===== src/shared/hpc_regs.svh =====
// timing counts, port count and default ids for the hub port power control
`ifndef HPC_REGS_SVH
`define HPC_REGS_SVH
`define HPC_CLK_HZ            20000000
`define HPC_OC_FILTER_NS      1000
`define HPC_OC_FILTER_CYC     ((`HPC_OC_FILTER_NS * (`HPC_CLK_HZ / 1000000) + 999) / 1000)
`define HPC_NUM_PORTS         4
`define HPC_PID_GENERIC       16'h0001
`define HPC_VID_GENERIC       16'h0001
`define HPC_LS_CHECK_CYC      4
`endif


===== src/shared/hpc_pkg.sv =====
// types shared by the hub port power control
`default_nettype none
package hpc_pkg;
	typedef struct packed {
		logic gang_mode;
		logic bus_powered;
		logic ext_clock;
		logic rom_enable;
	} hpc_cfg_t;
	typedef enum logic [2:0] {
		HPC_CFG_WAIT = 3'b001,
		HPC_CFG_RUN  = 3'b010,
		HPC_CFG_SUSP = 3'b100
	} hpc_state_t;
endpackage : hpc_pkg
`default_nettype wire


===== src/hpc_oc_filter.sv =====
// glitch filter for one active-low overcurrent input
`default_nettype none
`include "hpc_regs.svh"
module hpc_oc_filter #(
	parameter int FILTER_CYC = `HPC_OC_FILTER_CYC
) (
	input  wire logic sys_clk,
	input  wire logic reset,
	input  wire logic oc_n_async,
	output var  logic oc_event
);
	import hpc_pkg::*;
	logic       sync_a;
	logic       sync_b;
	logic [7:0] stable_cnt;
	always_ff @(posedge sys_clk) begin
		sync_a <= reset ? 1'b1 : oc_n_async;
		sync_b <= reset ? 1'b1 : sync_a;
	end
	// spike rejection counter
	always_ff @(posedge sys_clk) begin
		if (reset) begin
			stable_cnt <= 8'h00;
			oc_event   <= 1'b0;
		end else if (sync_b) begin
			stable_cnt <= 8'h00;
			oc_event   <= 1'b0;
		end else if (stable_cnt < 8'(FILTER_CYC - 1)) begin
			stable_cnt <= stable_cnt + 8'h01;
		end else begin
			oc_event <= 1'b1;
		end
	end
	property p_filter_min;
		@(posedge sys_clk) disable iff (reset) $rose(oc_event) |-> $past(!sync_b, FILTER_CYC);
	endproperty
	a_filter_min: assert property (p_filter_min) else $error("event without low input");
endmodule : hpc_oc_filter
`default_nettype wire


===== src/hpc_port_power.sv =====
// strap capture, clock selection and downstream port power control
// How it works
// gang strap high switches all ports together (code gangs only when memory_enable_strap_n is also high)
// ganged overcurrent powers off every port
// gang low handles each port separately
// overcurrent is signalled by low input
// overcurrent inputs are filtered against spikes
// clock strap low selects pll clock
// clock strap high selects external clock
// oscillator powered down in external mode
// crystal mode derives core clock from pll
// rom strap high gives default identity
// rom strap low uses rom ids, pins
// power strap picks bus or self powered
// port speed follows attached device speed
// power enable outputs are active low
// suspend status high only in suspend
// straps stay fixed during operation
// straps captured at reset release
`default_nettype none
`include "hpc_regs.svh"
module hpc_port_power #(
	parameter int NUM_PORTS  = `HPC_NUM_PORTS,
	parameter int FILTER_CYC = `HPC_OC_FILTER_CYC
) (
	input  wire logic                 sys_clk,
	input  wire logic                 reset,
	input  wire logic                 gang_strap,
	input  wire logic                 clock_mode_strap,
	input  wire logic                 memory_enable_strap_n,
	input  wire logic                 power_source_strap,
	input  wire logic [NUM_PORTS-1:0] port_overcurrent_n,
	input  wire logic [NUM_PORTS-1:0] port_power_request,
	input  wire logic [NUM_PORTS-1:0] port_low_speed_seen,
	input  wire logic                 suspend_request,
	input  wire logic [15:0]          rom_vid,
	input  wire logic [15:0]          rom_pid,
	output var  logic [NUM_PORTS-1:0] port_power_enable_n,
	output var  logic [NUM_PORTS-1:0] port_overcurrent_flag,
	output var  logic [NUM_PORTS-1:0] port_low_speed,
	output var  logic                 suspend_status,
	output var  logic                 analog_pll_power,
	output var  logic                 analog_pll_bypass,
	output var  logic                 crystal_osc_power,
	output var  logic                 core_clock_sel_ext,
	output var  logic                 serial_rom_clock_en,
	output var  logic                 serial_rom_data_en,
	output var  logic                 bus_powered,
	output var  logic [15:0]          hub_vid,
	output var  logic [15:0]          hub_pid,
	output var  hpc_pkg::hpc_cfg_t    cfg
);
	import hpc_pkg::*;
	logic [3:0]           strap_s1;
	logic [3:0]           strap_s2;
	hpc_state_t           state;
	hpc_state_t           next_state;
	logic [NUM_PORTS-1:0] oc_event;
	logic                 any_oc;
	logic                 susp_s1;
	logic                 susp_s2;
	// straps come from pins, two stages before use
	always_ff @(posedge sys_clk) begin
		strap_s1 <= {gang_strap, power_source_strap, clock_mode_strap, memory_enable_strap_n};
		strap_s2 <= strap_s1;
		susp_s1  <= suspend_request;
		susp_s2  <= susp_s1;
	end
	always_comb begin
		next_state = state;
		case (state)
			HPC_CFG_WAIT: next_state = HPC_CFG_RUN;
			HPC_CFG_RUN:  next_state = susp_s2 ? HPC_CFG_SUSP : HPC_CFG_RUN;
			HPC_CFG_SUSP: next_state = susp_s2 ? HPC_CFG_SUSP : HPC_CFG_RUN;
			default:      next_state = HPC_CFG_WAIT;
		endcase
	end
	always_ff @(posedge sys_clk) begin
		if (reset)
			state <= HPC_CFG_WAIT;
		else
			state <= next_state;
	end
	// capture once after release
	// later strap changes ignored
	always_ff @(posedge sys_clk) begin
		if (reset) begin
			cfg <= '0;
		end else if (state == HPC_CFG_WAIT) begin
			cfg.gang_mode   <= strap_s2[3] & strap_s2[0];
			cfg.bus_powered <= strap_s2[2];
			cfg.ext_clock   <= strap_s2[1];
			cfg.rom_enable  <= ~strap_s2[0];
		end
	end
	// pll drives core when low
	// external clock, pll bypassed
	// oscillator off in external mode
	// pll derives core clock from crystal
	always_ff @(posedge sys_clk) begin
		if (reset || state == HPC_CFG_WAIT) begin
			analog_pll_power   <= 1'b0;
			analog_pll_bypass  <= 1'b0;
			crystal_osc_power  <= 1'b0;
			core_clock_sel_ext <= 1'b0;
		end else begin
			analog_pll_power   <= ~cfg.ext_clock;
			analog_pll_bypass  <= cfg.ext_clock;
			crystal_osc_power  <= ~cfg.ext_clock;
			core_clock_sel_ext <= cfg.ext_clock;
		end
	end
	// default identity, rom pins off
	// rom pins and ids in use
	// power mode from strap
	always_ff @(posedge sys_clk) begin
		if (reset) begin
			serial_rom_clock_en <= 1'b0;
			serial_rom_data_en  <= 1'b0;
			bus_powered         <= 1'b0;
			hub_vid             <= `HPC_VID_GENERIC;
			hub_pid             <= `HPC_PID_GENERIC;
		end else begin
			serial_rom_clock_en <= cfg.rom_enable && state != HPC_CFG_WAIT;
			serial_rom_data_en  <= cfg.rom_enable && state != HPC_CFG_WAIT;
			bus_powered         <= cfg.bus_powered;
			hub_vid             <= cfg.rom_enable ? rom_vid : `HPC_VID_GENERIC;
			hub_pid             <= cfg.rom_enable ? rom_pid : `HPC_PID_GENERIC;
		end
	end
	// suspend status output
	always_ff @(posedge sys_clk) begin
		if (reset)
			suspend_status <= 1'b0;
		else
			suspend_status <= (next_state == HPC_CFG_SUSP);
	end
	assign any_oc = |oc_event;
	genvar gi;
	generate
		for (gi = 0; gi < NUM_PORTS; gi++) begin : g_port
			logic ls_s1;
			logic ls_s2;
			// low input means overcurrent
			// filter per input
			hpc_oc_filter #(
				.FILTER_CYC (FILTER_CYC)
			) u_filter (
				.sys_clk    (sys_clk),
				.reset      (reset),
				.oc_n_async (port_overcurrent_n[gi]),
				.oc_event   (oc_event[gi])
			);
			always_ff @(posedge sys_clk) begin
				ls_s1 <= port_low_speed_seen[gi];
				ls_s2 <= ls_s1;
			end
			// speed follows attached device
			always_ff @(posedge sys_clk) begin
				if (reset)
					port_low_speed[gi] <= 1'b0;
				else
					port_low_speed[gi] <= ls_s2;
			end
			// ganged ports switch together
			// any overcurrent cuts all ports
			// per-port power and overcurrent
			// low level turns power on
			always_ff @(posedge sys_clk) begin
				if (reset || state == HPC_CFG_WAIT) begin
					port_power_enable_n[gi]   <= 1'b1;
					port_overcurrent_flag[gi] <= 1'b0;
				end else if (cfg.gang_mode) begin
					port_power_enable_n[gi]   <= any_oc | ~port_power_request[0];
					port_overcurrent_flag[gi] <= any_oc;
				end else begin
					port_power_enable_n[gi]   <= oc_event[gi] | ~port_power_request[gi];
					port_overcurrent_flag[gi] <= oc_event[gi];
				end
			end
		end
	endgenerate
	property p_gang_equal;
		@(posedge sys_clk) disable iff (reset)
			cfg.gang_mode && state != HPC_CFG_WAIT |=> (&port_power_enable_n) || !(|port_power_enable_n);
	endproperty
	a_gang_equal: assert property (p_gang_equal) else $error("ganged outputs differ");
	property p_gang_oc;
		@(posedge sys_clk) disable iff (reset)
			cfg.gang_mode && any_oc && state != HPC_CFG_WAIT |=> &port_power_enable_n;
	endproperty
	a_gang_oc: assert property (p_gang_oc) else $error("ganged overcurrent left power on");
	property p_port_oc;
		@(posedge sys_clk) disable iff (reset)
			!cfg.gang_mode && oc_event[0] && state != HPC_CFG_WAIT |=> port_power_enable_n[0];
	endproperty
	a_port_oc: assert property (p_port_oc) else $error("port overcurrent left power on");
	property p_pll_sel;
		@(posedge sys_clk) disable iff (reset)
			state == HPC_CFG_RUN && !cfg.ext_clock |=> analog_pll_power && !core_clock_sel_ext;
	endproperty
	a_pll_sel: assert property (p_pll_sel) else $error("pll not selected");
	property p_ext_sel;
		@(posedge sys_clk) disable iff (reset)
			state == HPC_CFG_RUN && cfg.ext_clock |=> analog_pll_bypass && !analog_pll_power;
	endproperty
	a_ext_sel: assert property (p_ext_sel) else $error("external clock not selected");
	property p_osc_off;
		@(posedge sys_clk) disable iff (reset) cfg.ext_clock |=> !crystal_osc_power;
	endproperty
	a_osc_off: assert property (p_osc_off) else $error("oscillator on in external mode");
	property p_default_id;
		@(posedge sys_clk) disable iff (reset)
			!cfg.rom_enable |=> hub_pid == `HPC_PID_GENERIC && !serial_rom_clock_en;
	endproperty
	a_default_id: assert property (p_default_id) else $error("default identity lost");
	property p_capture_hold;
		@(posedge sys_clk) disable iff (reset) state != HPC_CFG_WAIT |=> $stable(cfg);
	endproperty
	a_capture_hold: assert property (p_capture_hold) else $error("config changed");
	property p_suspend;
		@(posedge sys_clk) disable iff (reset) suspend_status == (state == HPC_CFG_SUSP);
	endproperty
	a_suspend: assert property (p_suspend) else $error("suspend status wrong");
	c_gang_oc: cover property (@(posedge sys_clk) cfg.gang_mode && any_oc);
	c_port_oc: cover property (@(posedge sys_clk) !cfg.gang_mode && oc_event[1]);
	c_suspend: cover property (@(posedge sys_clk) state == HPC_CFG_SUSP);
	c_rom_id:  cover property (@(posedge sys_clk) cfg.rom_enable && state == HPC_CFG_RUN);
endmodule : hpc_port_power
`default_nettype wire


===== config.mk =====
export PLATFORM = sky130hd
export DESIGN_NAME = hpc_port_power
export DESIGN_NICKNAME = d
export VERILOG_FILES = /design/src/shared/hpc_pkg.sv /design/src/hpc_oc_filter.sv /design/src/hpc_port_power.sv
export VERILOG_INCLUDE_DIRS = /design/src /design/src/shared
export SDC_FILE = /design/constraint.sdc
export NUM_CORES = 1
export LEC_CHECK = 0
export BUFFER_PORTS_ARGS = -buffer_cell sky130_fd_sc_hd__clkbuf_2
export CELL_PAD_IN_SITES_DETAIL_PLACEMENT = 0
export CELL_PAD_IN_SITES_GLOBAL_PLACEMENT = 2
export CORE_UTILIZATION = 34
export CTS_CLUSTER_DIAMETER = 120
export DETAILED_ROUTE_END_ITERATION = 8
export MAX_ROUTING_LAYER = met4
export PLACE_DENSITY = 0.89
export SLEW_MARGIN = 10
export SYNTH_ARGS = -nofsm -noshare
export SYNTH_HDL_FRONTEND = slang
export SYNTH_HIERARCHICAL = 1
export SYNTH_SLANG_ARGS = --single-unit

===== constraint.sdc =====
create_clock -name sys_clk -period 3 [get_ports sys_clk]
set_input_delay 0.15 -clock sys_clk [delete_from_list [all_inputs] [get_ports sys_clk]]
set_output_delay 0.15 -clock sys_clk [all_outputs]
set_load 0.03 [all_outputs]

==> flow_metrics.env <==
export IMPL_crit_arrival_ps=1350
export IMPL_clk_pin_slew_ps=60
export IMPL_post_drt_via_cell_ratio=4.394
export IMPL_hold_violations=0
export IMPL_nets=550
export IMPL_antenna_found_initial=0
export IMPL_ys_top_cells_by_count="dfxtp_1, and2_1, nor2_1, or3_1, a21oi_1"
export IMPL_period_share_pct=49.97
export IMPL_cts_tree="yes"
export IMPL_grt_max_degree=34
export IMPL_synthTopCellsByArea="dfxtp_1, and2_1, or3_1"
export IMPL_post_cts_buffers=0
export IMPL_grt_pass1_wl_um=12920
export IMPL_syn2layout_area_growth_pct=44.97
export IMPL_worstSetupPathType="register to output port"
export IMPL_slew_headroom_pct=62.76
export IMPL_switchingPower_uw=918.7
export IMPL_finalInstanceArea_sq_um=5405
export IMPL_syn_num_nets=387
export IMPL_cp_max_fo=10
export IMPL_holdCritPathClass="input port to register"
export IMPL_pwr_share_clk_pct=49.0
export IMPL_ys_types=36
export IMPL_setup_tns_ps=0
export IMPL_critPathLaunchType="register"
export IMPL_final_max_slew_violation_count=0
export IMPL_fin_skew_ps=8.485
export IMPL_die_h_um=106.7
export IMPL_firstDrtPassIters=4
export IMPL_post_cts_resized=0
export IMPL_cp_cell_sequence="clkbuf_2"
export IMPL_holdPathStages=2
export IMPL_cts_buffers=17
export IMPL_initial_core_util_pct=35.64
export IMPL_multi_input_area_sq_um=1261
export IMPL_cp_num_buf_inv=1
export IMPL_grt_pass1_vias=2877
export IMPL_synth_edf_count=0
export IMPL_async_flop_share_pct=0
export IMPL_routabilityCongestion=0.7095
export IMPL_hpwlAfterDp_um=4567
export IMPL_power_frac_comb_pct=7.6
export IMPL_register_area_sq_um=2362
export IMPL_ys_seq_area_share_pct=63.36
export IMPL_p_sw_share_pct=24.01
export IMPL_grtUsageMet1_pct=16.81
export IMPL_clock_latency_ps=510
export IMPL_met3_usage_pct=6.201
export IMPL_vias=2830
export IMPL_cts_root_buf="clkbuf_8"
export IMPL_rsz0062_at_grt="false"
export IMPL_avgSynthCellArea_sq_um=11.23
export IMPL_p_int_uw=2907
export IMPL_route_detailed_drc=0
export IMPL_portBuffers=106
export IMPL_synth_seq_cells=118
export IMPL_diodes=0
export IMPL_r2r_setup_slack_ps=1580
export IMPL_ant_nets=0
export IMPL_p_leak_uw=0.002347
export IMPL_wl_per_cell_um=11.66
export IMPL_r2r_start="g_port[1].u_filter/stable_cnt[6]$_SDFFE_PP0N_"
export IMPL_hold_start="reset"
export IMPL_clock_fmax_mhz=667.1
export IMPL_r2r_end="g_port[1].u_filter/stable_cnt[0]$_SDFFE_PP0N_"
export IMPL_cts_sinks=118
export IMPL_grt_usage_pct=15.20
export IMPL_vdd_drop_max_v=0.0005816
export IMPL_powerDensity_nw_per_um2=707.8
export IMPL_syn_inst=332
export IMPL_clock_path_buffers=2
export IMPL_io_pins=107
export IMPL_cpPeakStageDelay_ps=550
export IMPL_fillers=921
export IMPL_p_seq_share_pct=43.3
export IMPL_grt_util_met2_pct=23.96
export IMPL_finalWirelength_um=7509
export IMPL_synth_top_cell_area_share_pct=63.36
export IMPL_fp_coreArea_sq_um=10460
export IMPL_yosys_warnings=6
export IMPL_finalCriticalPeriod_ps=1499
export IMPL_syn_cell_area_sq_um=3729
export IMPL_busiest_layer="met2"
export IMPL_status="complete, no violations"
export IMPL_synth_most_common_cell="dfxtp_1"
export IMPL_die_area_sq_um=11390
export IMPL_synth_ff_type="dfxtp_1"
export IMPL_worstPathRequired_ps=2850
export IMPL_gr_total_overflow=0
export IMPL_worst_slew_pin_slew_ps=558.6
export IMPL_ff2ff_path_depth=3
export IMPL_num_rows=37
export IMPL_drt_iter0_markers=85
export IMPL_htreeDepth=4
export IMPL_hold_end="cfg[2]$_SDFFE_PP0P_"
export IMPL_fp_dieW_um=106.7
export IMPL_end_kind="output port"
export IMPL_drive_gt1_share_pct=31.50
export IMPL_cp_slowest_cell="dfxtp_1"
export IMPL_critical_path_top_delay_family="flip-flops"
export IMPL_cap_violations=0
export IMPL_setup_viol=0
export IMPL_yosysTopAreaCell="dfxtp_1"
export IMPL_placed_area_sq_um=4350
## flip-flops by register name, summed over array words and instances, names as in the netlist, 3 cells and up
register                    count
strap_s1                        4
g_port.u_filter/sync_b          4
g_port.ls_s2                    4
cfg                             4
g_port.u_filter/oc_event        4
g_port.ls_s1                    4
port_power_enable_n             4
hub_vid                        16
state                           3
g_port.u_filter/sync_a          4
g_port.u_filter/stable_cnt     32
port_overcurrent_flag           4
port_low_speed                  4
hub_pid                        16
strap_s2                        4
## cells by family (layout without fill, tap and decap cells)
family | Yosys count | count (layout) | share of synthesized area, %
simple gates | 141 | 141 | 23.02
flops | 118 | 118 | 63.36
compound gates | 44 | 44 | 7.382
buf+inv | 17 | 193 | 2.819
mux | 6 | 6 | 1.611
fa+ha+maj | 4 | 4 | 1.342
xor+xnor | 2 | 2 | 0.4699
## through the flow
| stage | instances | hold WS, ps | setup slack, ps | power (uW) | utilization (%) |
|---|---|---|---|---|---|
| after floorplan | 332 | 177.7 | 1678 | 1843 | - |
| after global placement | 563 | 254.0 | 1590 | 1932 | 41.58 |
| after detailed placement | 563 | 253.9 | 1562 | 1934 | 41.58 |
| after CTS | 644 | 197.7 | 1447 | 3871 | 51.66 |
| after global routing | 644 | 237.2 | 1402 | 3999 | 51.66 |
| final | 644 | 200.6 | 1501 | 3826 | 51.66 |
## timing repair
item,4_1_cts,5_1_grt
endpoints found under the hold margin,49,0
endpoints found under the setup margin,0,0
hold buffers,49,0
## power by group through the flow
stage	Clock, uW	Combinational, uW	Sequential (uW)
6_report	1880	292	1660
5_1_grt	2020	317	1660
4_1_cts	1920	292	1660
3_5_place_dp	0	242	1690
3_3_place_gp	0	242	1690
2_1_floorplan	0	85.3	1760
## how the worst max path moves through the flow
stage | slack (ps) | cells after the start | from | to
detailed placement | 1560 | 5 | reset | cfg[0]$_SDFFE_PP0P_
CTS | 1450 | 1 | cfg[3]$_SDFFE_PP0P_ | cfg[3]
floorplan | 1680 | 4 | g_port[0].u_filter/stable_cnt[6]$_SDFFE_PP0N_ | g_port[0].u_filter/stable_cnt[3]$_SDFFE_PP0N_
global placement | 1590 | 5 | reset | cfg[0]$_SDFFE_PP0P_
global route | 1400 | 1 | cfg[3]$_SDFFE_PP0P_ | cfg[3]
finish | 1500 | 1 | cfg[3]$_SDFFE_PP0P_ | cfg[3]
## worst register-to-register path: cells and delay by family, from the launching register on
family	cells	cell delay, ps
simple gates	2	900
compound gates	1	140
flops	1	320
## cell type report
cell class	instances	area share [%]
inverter	5	0.3472
clock buffer	19	8.171
sequential	118	43.70
multi-input combinational	197	23.33
clock inverter	13	2.269
timing repair buffer	156	19.03
tap	136	3.148
## layer usage
layer | routed length (um) | vias up
met5 | 0 | -
met4 | 110 | 0
met3 | 492 | 12
met2 | 3360 | 93
met1 | 3545 | 1267
li1 | - | 1458
## layout by cell type, fill, tap and decap left out, types with 2 or more instances in the layout
master / count
a21oi_1: 14
and2_1: 39
clkinvlp_4: 4
inv_6: 3
nor2_1: 20
dlygate4sd3_1: 49
or2_2: 8
nor2b_1: 7
nor4b_2: 4
clkbuf_2: 106
nor3b_1: 3
nor4b_1: 2
dfxtp_1: 118
nand2_1: 13
nand2b_1: 3
nand3_1: 2
clkinv_4: 3
clkbuf_8: 3
a41oi_1: 4
ha_1: 4
nor3_1: 8
mux2i_1: 6
o31a_1: 4
and2_2: 4
clkbuf_16: 16
inv_1: 5
o211ai_1: 5
o21ai_1: 11
o31ai_1: 4
or3_1: 20
clkinv_2: 2
or2b_2: 4
Note: power is estimated with default switching activity, not from simulation.
